===== src/wds_pkg.sv =====
// constants for the watchdog and sleep sequencer
// Function
// clearing poweron flag arms watchdog permanently
// sleep timer on 32 kHz, overflow interrupts
// third overflow raises watchdog reset
// kick write clears watchdog; 0x38 clears timer
// sleep only by sleep bit, until interrupt
// detector duty cycled during sleep
// slow oscillator keeps running in sleep
// unmasked interrupt wakes, ignoring global enable
// firmware keeps stop bit cleared
// sleep forces internal clock, three-cycle recovery; code releases it when the cpu drops halt acknowledge, with no cycle count
// next instruction runs before service routine
// sleep bit raises halt request immediately
// cpu acknowledges halt next rising edge
// power down after acknowledge, falling edge
// power down idles flash, oscillator, filter, bandgap
// wake interrupt synced on slow falling edge
// next slow rising edge drops power down
// following rising edge samples comparators
// next slow falling edge drops halt request
// wake latency 75 to 105 us
// sleep timer interrupt periodic when awake
// firmware avoids slow clock for timers
// poweron flag set by reset, blocks watchdog
// dog reset flag set by hardware only
// watchdog counter zero while disabled
package wds_pkg;
  localparam logic [8:0] WDS_ADDR_KICK = 9'h0e3;
  localparam logic [8:0] WDS_ADDR_SCR = 9'h0ff;
  localparam logic [8:0] WDS_ADDR_DUTY = 9'h1eb;
  localparam logic [8:0] WDS_ADDR_OSC = 9'h1e0;
  localparam logic [8:0] WDS_ADDR_CMP = 9'h1e4;
  localparam int WDS_SCR_DOG_FLAG = 5;
  localparam int WDS_SCR_PON_FLAG = 4;
  localparam int WDS_SCR_SLEEP = 3;
  localparam int WDS_SCR_STOP = 0;
  localparam logic [7:0] WDS_SCR_RESET = 8'h10;
  localparam logic [7:0] WDS_KICK_FULL = 8'h38;
  localparam logic [1:0] WDS_DOG_LIMIT = 2'h3;
  localparam logic [2:0] WDS_RECOVERY_CYCLES = 3'h3;
  localparam int WDS_SLOW_HZ = 32000;
  localparam int WDS_CLK_HZ = 50000000;
  localparam int WDS_SLOW_HALF = WDS_CLK_HZ / WDS_SLOW_HZ / 2;
  localparam logic [9:0] WDS_SLOW_HALF_CYC = 10'(WDS_SLOW_HALF);
  localparam int WDS_SLEEP_BITS = 16;
  // sleep period select: 2 bits, period = 64 << sel slow cycles
  localparam logic [15:0] WDS_SLEEP_BASE = 16'h0040;
  localparam logic [9:0] WDS_DUTY_PERIOD = 10'h200;
endpackage


===== src/wds_duty.sv =====
// duty cycle generator for the detector during sleep
`timescale 1ns/100ps
`default_nettype none
module wds_duty
  import wds_pkg::*;
(
  // clock and reset
  input wire logic clk,
  input wire logic nrst,
  // control
  input wire logic slow_tick,
  input wire logic asleep,
  input wire logic [1:0] duty_sel,
  // result
  output logic detector_on
);
  logic [9:0] cnt_q;
  logic [9:0] on_len;
  logic on_q;

  // on time in slow cycles: 1/128, 1/512, 1/32, 1/8 of the window
  assign on_len = (duty_sel == 2'h0) ? 10'h004 :
                  (duty_sel == 2'h1) ? 10'h001 :
                  (duty_sel == 2'h2) ? 10'h010 : 10'h040;

  // free window counter on the slow tick
  always_ff @(posedge clk or negedge nrst) begin
    if (!nrst) begin
      cnt_q <= 10'h000;
      on_q <= 1'b1;
    end else begin
      if (slow_tick) begin
        cnt_q <= (cnt_q == WDS_DUTY_PERIOD - 10'h001) ? 10'h000 :
                 cnt_q + 10'h001;
      end
      on_q <= !asleep || (cnt_q < on_len);
    end
  end
  assign detector_on = on_q;
endmodule
`default_nettype wire


===== src/wds_top.sv =====
// watchdog, sleep timer and sleep/wake sequencer
`timescale 1ns/100ps
`default_nettype none
module wds_top
  import wds_pkg::*;
(
  // clock and reset
  input wire logic clk,
  input wire logic nrst,
  // register port
  input wire logic [8:0] addr,
  input wire logic [7:0] wdata,
  input wire logic wr,
  input wire logic rd,
  output logic [7:0] rdata,
  // cpu handshake
  input wire logic cpu_clock,
  input wire logic halt_acknowledge,
  input wire logic gie,
  input wire logic [7:0] irq_pending,
  output logic halt_request,
  output logic force_internal_clk,
  // system power
  output logic power_down,
  output logic detector_on,
  output logic [1:0] comparators_q,
  input wire logic [1:0] comparators,
  // events
  output logic sleep_irq,
  output logic watchdog_reset_event,
  output logic cpu_stopped
);
  // slow clock generation from clk
  logic [9:0] half_q;
  logic slow_q;
  logic slow_rise;
  logic slow_fall;
  // registers
  logic poweron_flag_q;
  logic dog_reset_flag_q;
  logic sleep_bit_q;
  logic stop_bit_q;
  logic [1:0] duty_q;
  logic [1:0] sleep_sel_q;
  logic low_power_osc_q;
  logic [1:0] watchdog_counter_q;
  logic [15:0] sleep_timer_q;
  logic dog_armed_q;
  logic cpu_clock_d1_q;
  logic cpu_fall;
  logic [7:0] rdata_q;
  logic [7:0] rdata_d;
  logic [7:0] scr_word;
  logic duty_wr;
  logic osc_wr;
  logic scr_rd;
  logic duty_rd;
  logic osc_rd;
  logic cmp_rd;
  logic wake_irq;
  logic kick_wr;
  logic scr_wr;
  logic overflow;
  logic [15:0] sleep_limit;
  logic bite;

  typedef enum logic [2:0] {
    WDS_RUN, WDS_HALTREQ, WDS_POWERED_DOWN, WDS_SYNCED,
    WDS_POWER_UP, WDS_SAMPLED, WDS_RELEASE
  } wds_state_t;
  wds_state_t state_q;

  // address decode shared by writes and reads
  function automatic logic hit(input logic [8:0] a, input logic [8:0] r);
    hit = (a == r);
  endfunction

  assign kick_wr = wr && hit(addr, WDS_ADDR_KICK);
  assign scr_wr = wr && hit(addr, WDS_ADDR_SCR);
  // one strobe per register and direction, so the write and read paths share a decode
  assign duty_wr = wr && hit(addr, WDS_ADDR_DUTY);
  assign osc_wr = wr && hit(addr, WDS_ADDR_OSC);
  assign scr_rd = rd && hit(addr, WDS_ADDR_SCR);
  assign duty_rd = rd && hit(addr, WDS_ADDR_DUTY);
  assign osc_rd = rd && hit(addr, WDS_ADDR_OSC);
  assign cmp_rd = rd && hit(addr, WDS_ADDR_CMP);
  assign sleep_limit = WDS_SLEEP_BASE << sleep_sel_q;
  // overflow counts during sleep too, oscillator never stops
  assign overflow = slow_rise && (sleep_timer_q == sleep_limit - 16'h0001);
  // global interrupt enable deliberately not part of wake
  assign wake_irq = |irq_pending;
  assign cpu_fall = cpu_clock_d1_q && !cpu_clock;
  assign bite = dog_armed_q && !poweron_flag_q && overflow &&
                (watchdog_counter_q == WDS_DOG_LIMIT - 2'h1);

  // 32 kHz reference kept running always
  always_ff @(posedge clk or negedge nrst) begin
    if (!nrst) begin
      half_q <= 10'h000;
      slow_q <= 1'b0;
    end else begin
      half_q <= (half_q == WDS_SLOW_HALF_CYC - 10'h001) ? 10'h000 :
                half_q + 10'h001;
      if (half_q == WDS_SLOW_HALF_CYC - 10'h001) begin
        slow_q <= !slow_q;
      end
    end
  end
  assign slow_rise = (half_q == WDS_SLOW_HALF_CYC - 10'h001) && !slow_q;
  assign slow_fall = (half_q == WDS_SLOW_HALF_CYC - 10'h001) && slow_q;

  // sleep timer on the slow clock
  always_ff @(posedge clk or negedge nrst) begin
    if (!nrst) begin
      sleep_timer_q <= 16'h0000;
    end else if (kick_wr && wdata == WDS_KICK_FULL) begin
      sleep_timer_q <= 16'h0000;
    end else if (slow_rise) begin
      sleep_timer_q <= overflow ? 16'h0000 :
                       sleep_timer_q + 16'h0001;
    end
  end

  // overflow interrupt, awake or asleep
  always_ff @(posedge clk or negedge nrst) begin
    if (!nrst) begin
      sleep_irq <= 1'b0;
    end else begin
      sleep_irq <= overflow;
    end
  end

  // arming: only a power-on reset disarms, software cannot
  always_ff @(posedge clk or negedge nrst) begin
    if (!nrst) begin
      dog_armed_q <= 1'b0;
    end else if (!poweron_flag_q) begin
      dog_armed_q <= 1'b1;
    end
  end

  // watchdog counter of overflows
  always_ff @(posedge clk or negedge nrst) begin
    if (!nrst) begin
      watchdog_counter_q <= 2'h0;
    end else if (!dog_armed_q || poweron_flag_q) begin
      watchdog_counter_q <= 2'h0;
    end else if (kick_wr) begin
      watchdog_counter_q <= 2'h0;
    end else if (overflow) begin
      watchdog_counter_q <= bite ? 2'h0 :
                            watchdog_counter_q + 2'h1;
    end
  end

  // reset pulse to the system
  always_ff @(posedge clk or negedge nrst) begin
    if (!nrst) begin
      watchdog_reset_event <= 1'b0;
    end else begin
      watchdog_reset_event <= bite;
    end
  end

  // status and control; hardware set wins over a software clear
  always_ff @(posedge clk or negedge nrst) begin
    if (!nrst) begin
      poweron_flag_q <= WDS_SCR_RESET[WDS_SCR_PON_FLAG];
      dog_reset_flag_q <= WDS_SCR_RESET[WDS_SCR_DOG_FLAG];
      stop_bit_q <= WDS_SCR_RESET[WDS_SCR_STOP];
    end else begin
      if (scr_wr && !wdata[WDS_SCR_PON_FLAG]) begin
        poweron_flag_q <= 1'b0;
      end
      if (bite) begin
        dog_reset_flag_q <= 1'b1;
      end else if (scr_wr && !wdata[WDS_SCR_DOG_FLAG]) begin
        dog_reset_flag_q <= 1'b0;
      end
      if (scr_wr) begin
        stop_bit_q <= wdata[WDS_SCR_STOP];
      end
    end
  end

  // other control fields
  always_ff @(posedge clk or negedge nrst) begin
    if (!nrst) begin
      duty_q <= 2'h0;
      sleep_sel_q <= 2'h0;
      low_power_osc_q <= 1'b0;
    end else begin
      if (duty_wr) begin
        duty_q <= wdata[7:6];
      end
      if (osc_wr) begin
        low_power_osc_q <= wdata[7];
        sleep_sel_q <= wdata[4:3];
      end
    end
  end

  // cpu clock sampled for its falling edge
  always_ff @(posedge clk or negedge nrst) begin
    if (!nrst) begin
      cpu_clock_d1_q <= 1'b0;
    end else begin
      cpu_clock_d1_q <= cpu_clock;
    end
  end

  // sleep and wake sequencer; wake spans 2 to 3 slow periods
  // the fixed slow-edge steps keep the latency window set by the
  // reference alone, whatever the cpu clock rate happens to be
  always_ff @(posedge clk or negedge nrst) begin
    if (!nrst) begin
      state_q <= WDS_RUN;
      sleep_bit_q <= 1'b0;
      comparators_q <= 2'h0;
    end else begin
      case (state_q)
        WDS_RUN: begin
          if (scr_wr && wdata[WDS_SCR_SLEEP]) begin
            sleep_bit_q <= 1'b1;
            state_q <= WDS_HALTREQ;
          end
        end
        WDS_HALTREQ: begin
          if (halt_acknowledge && cpu_fall) begin
            state_q <= WDS_POWERED_DOWN;
          end
        end
        WDS_POWERED_DOWN: begin
          if (wake_irq && !stop_bit_q && slow_fall) begin
            state_q <= WDS_SYNCED;
          end
        end
        WDS_SYNCED: begin
          if (slow_rise) begin
            state_q <= WDS_POWER_UP;
          end
        end
        WDS_POWER_UP: begin
          if (slow_rise) begin
            comparators_q <= comparators;
            state_q <= WDS_SAMPLED;
          end
        end
        WDS_SAMPLED: begin
          if (slow_fall) begin
            sleep_bit_q <= 1'b0;
            state_q <= WDS_RELEASE;
          end
        end
        WDS_RELEASE: begin
          if (!halt_acknowledge) begin
            state_q <= WDS_RUN;
          end
        end
        default: begin
          state_q <= WDS_RUN;
        end
      endcase
    end
  end

  // request asserted combinationally in the write cycle
  assign halt_request = sleep_bit_q ||
                        (state_q == WDS_RUN && scr_wr &&
                         wdata[WDS_SCR_SLEEP]);
  // power down covers flash, oscillator, filter and bandgap
  assign power_down = (state_q == WDS_POWERED_DOWN) ||
                      (state_q == WDS_SYNCED);
  // held until the cpu drops halt acknowledge after wake
  assign force_internal_clk = (state_q != WDS_RUN);
  assign cpu_stopped = stop_bit_q;

  wds_duty u_duty (
    .clk(clk),
    .nrst(nrst),
    .slow_tick(slow_rise),
    .asleep(power_down),
    .duty_sel(duty_q),
    .detector_on(detector_on)
  );

  // status word as software sees it; reserved bits read zero
  assign scr_word = {gie, 1'b0, dog_reset_flag_q, poweron_flag_q,
                     sleep_bit_q, 2'h0, stop_bit_q};
  // read selection; the kick register and unmapped space read zero
  assign rdata_d = scr_rd ? scr_word :
                   duty_rd ? {duty_q, 6'h00} :
                   osc_rd ? {low_power_osc_q, 2'h0, sleep_sel_q, 3'h0} :
                   cmp_rd ? {6'h00, comparators_q} : 8'h00;

  // read data one cycle after the strobe, zero otherwise
  always_ff @(posedge clk or negedge nrst) begin
    if (!nrst) begin
      rdata_q <= 8'h00;
    end else begin
      rdata_q <= rdata_d;
    end
  end
  assign rdata = rdata_q;
endmodule
`default_nettype wire


===== config.mk =====
export PLATFORM = sky130hd
export DESIGN_NAME = wds_top
export DESIGN_NICKNAME = d
export VERILOG_FILES = /design/src/wds_pkg.sv /design/src/wds_duty.sv /design/src/wds_top.sv
export SDC_FILE = /design/constraint.sdc
export NUM_CORES = 1
export LEC_CHECK = 0
export ABC_AREA = 1
export BUFFER_PORTS_ARGS = -buffer_cell sky130_fd_sc_hd__buf_2
export CAP_MARGIN = 40
export CELL_PAD_IN_SITES_DETAIL_PLACEMENT = 0
export CELL_PAD_IN_SITES_GLOBAL_PLACEMENT = 1
export CORE_MARGIN = 2
export CORE_UTILIZATION = 42
export DETAILED_ROUTE_END_ITERATION = 10
export PLACE_DENSITY = 0.82
export SYNTH_ARGS = -nofsm -noshare
export SYNTH_HDL_FRONTEND = slang
export SYNTH_HIERARCHICAL = 1
export SYNTH_SLANG_ARGS = --single-unit

===== constraint.sdc =====
create_clock -name clk -period 2.6 [get_ports clk]
set_input_delay 0.26 -clock clk [delete_from_list [all_inputs] [get_ports clk]]
set_output_delay 0.26 -clock clk [all_outputs]
set_load 0.05 [all_outputs]

# After elaboration in Yosys (flattened, before gate mapping)
# Index checks and enable logic that the tools add are counted.
dict set report classes {
  n_bitwise 0
  div 0
  reduce_logical 47
  n_eq_ne 25
  magnitude_cmp 1
  addsub 5
  mul 0
  n_shift 1
  mux 29
}
# cell n
set op_table {}
lappend op_table {{2-to-1 mux 16 bit} 3}
lappend op_table {{2-to-1 mux 10 bit} 4}
lappend op_table {{== test 9 bit, second input constant} 3}
lappend op_table {{logical AND 1 bit} 24}
lappend op_table {{2-to-1 mux 8 bit} 3}
lappend op_table {{2-to-1 mux 3 bit} 7}
lappend op_table {{case mux 3 bit (7 select lines)} 1}
lappend op_table {{adder 10 x 1 -> 10 bit, second input constant} 2}
lappend op_table {{== test 9 x 8 -> 1 bit, second input constant} 2}
lappend op_table {{adder 16 x 1 -> 16 bit, second input constant} 1}
lappend op_table {{== test 16 bit} 1}
lappend op_table {{left shift 7 x 2 -> 16 bit, first input constant} 1}
lappend op_table {{subtractor 16 x 1 -> 16 bit, second input constant} 1}
lappend op_table {{!= test 2 bit, second input constant} 7}
lappend op_table {{== test 10 bit, second input constant} 1}
lappend op_table {{== test 10 x 9 -> 1 bit, second input constant} 1}
lappend op_table {{less-than comparator 10 bit} 1}
lappend op_table {{2-to-1 mux 2 bit} 5}
lappend op_table {{== test 3 bit, second input constant} 3}
lappend op_table {{== test 8 x 6 -> 1 bit, second input constant} 1}
lappend op_table {{logical NOT 1 bit} 8}
lappend op_table {{OR reduction 8 bit} 1}
lappend op_table {{2-to-1 mux 7 bit} 1}
lappend op_table {{AND reduction 7 bit} 1}
lappend op_table {{14 further kinds} 25}
dict set report word_totals {
  regBits 66
  n_memories 0
  wordCells 128
  output_inout_bits 17
  rom_bits 0
  latch_bits 0
  ram_bits 0
}

# Longest topological paths before layout
dict set report depth {
  word_depth 10
  depth_mapped 14
  mapped_depth_nobuf 14
}

# Hierarchy
# The synthesis kept the hierarchy.
# mod n_inst area_per_inst_um2 cells_each
set by_module_without_submodules {}
lappend by_module_without_submodules {wds_top 1 3201.8 449}
lappend by_module_without_submodules {wds_duty 1 721.9 100}

# Worst setup path after synthesis
# Ideal clock, no wire load.
dict set report synth_path {
  path_kind {register -> register}
  start {register state_q[2]}
  end {register state_q[0]}
  path_stages_with_launch 9
  t_arrival_ns 1.835
  n_path_buf 1
  setup_time_ns 0.065
  t_required_ns 2.535
  slack_ns 0.700
  cell_sequence {dfrtp_1 buf_2 nor2_1 nand2_1 nor2_1 nor2_4 nand2_1 nand2_1 nand2_1}
}
dict set report synth_between {
  elab_chain_len 3
}
# element line
set synth_lines {}
lappend synth_lines {{start: declaration} wds_top.sv:71} ;# wds_state_t state_q;
lappend synth_lines {{start signal: assignment} wds_top.sv:217} ;# state_q <= WDS_RUN;
lappend synth_lines {{start signal: assignment} wds_top.sv:225} ;# state_q <= WDS_HALTREQ;
lappend synth_lines {{start signal: assignment} wds_top.sv:230} ;# state_q <= WDS_POWERED_DOWN;
lappend synth_lines {{== test 3 x 2 -> 1 bit, or another cell as far along} wds_top.sv:221} ;# case (state_q)
lappend synth_lines {{!= test 2 bit (no line)} n/a}
lappend synth_lines {{AND reduction 7 bit (no line)} n/a}
# Parallel ways exist; a longest one is shown, timed or not.
# A chain may end at the register's enable or synchronous reset.

# Worst setup path in the final report
dict set report layout_path {
  start {register half_q[0]}
  end {register u_duty.cnt_q[7]}
}
dict set report layout_between {
  elab_chain_len 2
}
# element line
set layout_lines {}
lappend layout_lines {{start: declaration} wds_top.sv:34} ;# logic [9:0] half_q;
lappend layout_lines {{start signal: assignment} wds_top.sv:102} ;# half_q <= (half_q == WDS_SLOW_HALF_CYC - 10'h001) ? 10'h000 :
lappend layout_lines {{== test 10 bit} wds_top.sv:109} ;# assign slow_rise = (half_q == WDS_SLOW_HALF_CYC - 10'h001) && !slow_q;
lappend layout_lines {{logical AND 1 bit} wds_top.sv:109}
lappend layout_lines {{end signal: assignment} wds_duty.sv:33} ;# cnt_q <= (cnt_q == WDS_DUTY_PERIOD - 10'h001) ? 10'h000 :
lappend layout_lines {{end: declaration} wds_duty.sv:17} ;# logic [9:0] cnt_q;
# No other way between the ends.

==> flow_summary.toml <==
[run_status]
outcome = "finished clean"

[drt]
drt_wl_total_um = 9247
drtIter0Drc = 130
dr_total_vias = 3564
viasPerCell = 4.957
firstDrtPassIters = 4
drc = 0
wl_per_cell_um = 12.86
final_antenna_net_count = 0

[flow_run]
maxCapViolations = 0

[synth]
synth_cell_types = 35
synth-edff-count = 0
synth_area_leader_cell = "dfrtp_1"
seq_area_frac_synth = 0.4152
syn_inst = 549
synth_seq_cells = 65
avgSynthCellArea_um2 = 7.147
synth.most_common_cell = "nand2_1"
synth_warnings = 6
ys.flop_type = "dfrtp_1"
netlist_top_cells_count = "nand2_1, inv_1, nor2_1"
synth_top_cells_by_area = "dfrtp_1, nand2_1, inv_1"
syn_nets = 591
ys_async_sr_fraction = 1.000
synth_top_area_frac = 0.4018
syn_area_um2 = 3924

[timing]
maxSlewViolCount = 0
rsz0062_at_grt = "no"
fin_crit_sh = 0.8174
timing.final.ws_setup_ns = 0.4748
min_period_ns = 2.125
setup_violations = 0
setup_tns_ns = 0
clock_skew_ns = 0.01396
max_clock_freq_mhz = 470.5
hold_violations = 0

[clock_network]
clkLatencyLatePin_ns = 0.35
clkTransAtPathRegs_ns = 0.08
cts_buffer_depth = 2
root_buffer = "clkbuf_8"
cts_sinks = 65
numCtsBuffers = 9
cts-htree-levels = 3
cts_tree = "built"

[critical_path]
worst_setup_path_end_kind = "flop"
r2r-start = "half_q[0]$_DFF_PN0_"
startpoint = "half_q[0]$_DFF_PN0_"
cp_max_fo = 19
cp_data_required_time_ns = 2.84
path_class = "flop to flop"
critPathLaunchType = "flop"
cp_data_arrival_time_ns = 2.36

[power]
powerDensity_nw_per_um2 = 564.9
irDropWorstVdd_mv = 0.6781
p_leak_nw = 2.442

[final_layout]
fin_cells = 719
area_growth_syn_to_layout_pct = 15.37
drive_gt1_frac = 0.1628
fillCellCount = 912
finish.instance_area_um2 = 4527
nets = 645
diodes = 0

[hold_path]
hold_class = "primary input to flop"
hold_start = "cpu_clock"

[placed_design]
place.port_buffers = 49
place_inst = 702
dpl.hpwl_um = 6920
gp_congestion = 0.8972
place_area_um2 = 4274
dp_slack_ns = 0.5177

[global_route]
grt_util_all_layers = 0.1954
grt_max_degree = 66
grt_pass1_wl_um = 15570
antenna_found_initial = 0
overflow = 0
grt_pass1_vias = 3320

[die]
initial_core_util = 0.4287
core_area_um2 = 9153
io_pins = 51
die_w_um = 100.7
die-height_um = 100.7
dieArea_um2 = 10130
core.rowCount = 35
-- logic make-up (layout without fill, tap and decap cells) --
group	after synthesis	after routing	share of synthesized area
compound gates	43	43	0.05644
xor+xnor	6	6	0.01339
fa+ha+maj	8	8	0.02551
buf+inv	99	158	0.1008
flops	65	65	0.4152
mux	1	1	0.002870
other cells	1	1	0.0009557
simple gates	326	326	0.3849
-- worst paths after layout --
check / end / slack, ns / cells after the start
min in group asynchronous: slow_q$_DFFE_PN0N_ / 0.46 / 3
max in group asynchronous: poweron_flag_q$_DFFE_PN1P_ / 1.82 / 3
setup reg to reg: u_duty/cnt_q[7]$_DFFE_PN0P_ / 0.47 / 11
setup / recovery: u_duty/cnt_q[7]$_DFFE_PN0P_ / 0.47 / 11
hold / removal: cpu_clock_d1_q$_DFF_PN0_ / 0.03 / 1
hold reg to reg: dog_armed_q$_DFFE_PN0N_ / 0.45 / 2
-- worst max-delay path: stages, from the launching register on --
cell      delay (ns)
dfrtp_1         0.40
inv_1           0.14
ha_1            0.18
nand3_2         0.08
nor2_4          0.16
nand3b_4        0.11
inv_2           0.31
nand2_2         0.12
nor2_4          0.17
nand3_1         0.13
o21ai_1         0.15
nor2_1          0.05
-- where the power goes --
| part | switching [W] | total (W) | internal (W) |
|---|---|---|---|
| combinational | 0.000285 | 0.000409 | 0.000124 |
| clock | 0.000438 | 0.00107 | 0.000637 |
| sequential | 0.0000366 | 0.00107 | 0.00104 |
-- per-stage QoR --
| step | utilization | total power (W) | hold slack [ns] |
|---|---|---|---|
| after floorplan | - | 0.001378 | -0.03559 |
| after global placement | 0.4670 | 0.001500 | 0.3074 |
| after detailed placement | 0.4670 | 0.001501 | 0.3063 |
| after CTS | 0.4946 | 0.002582 | 0.01169 |
| after global routing | 0.4946 | 0.002677 | 0.01746 |
| final | 0.4946 | 0.002557 | 0.02746 |
-- metal layers --
layer	vias to the layer above	GRT usage	part of all wire
li1	1844	-	-
met1	1619	0.2670	0.48
met2	84	0.2954	0.45
met3	17	0.04230	0.047
met4	0	0.09168	0.023
met5	-	0	0
-- placed cells by master, fill, tap and decap left out, drive strengths merged, types with 2 or more instances in the layout --
master	Yosys	routed
nand2	149	149
inv	91	91
nor2	86	86
dfrtp	63	63
buf	8	50
nand3	49	49
o21ai	31	31
nand4	23	23
a21oi	10	10
nor3	10	10
clkbuf	0	9
ha	8	8
xor2	5	5
bufinv	0	3
nor4	3	3
nand3b	3	3
clkinvlp	0	2
dfstp	2	2
clkinv	0	2
-- registers in the layout (all words and copies together) (netlist names), 3 cells and up --
register       flops
sleep_timer_q     16
half_q            10
u_duty/cnt_q      10
rdata              7
state_q            3
-- timing repair --
| item | in CTS | in global routing |
|---|---|---|
| hold buffers | 1 | 0 |
| setup buffers | 0 | 0 |
| endpoints found under the hold margin | 63 | 0 |
| resized for setup | 0 | 0 |
-- area by class of cell --
class / instances / area (µm²) / area share
Timing Repair Buffer: 51 / 275.3 / 0.06081
Clock buffer: 9 / 123.9 / 0.02736
Sequential cell: 65 / 1629 / 0.3599
Tap cell: 111 / 138.9 / 0.03068
Inverter: 91 / 341.6 / 0.07546
Multi-Input combinational cell: 385 / 1899 / 0.4196
Clock inverter: 7 / 118.9 / 0.02626
Note: power is estimated with default switching activity, not from simulation.
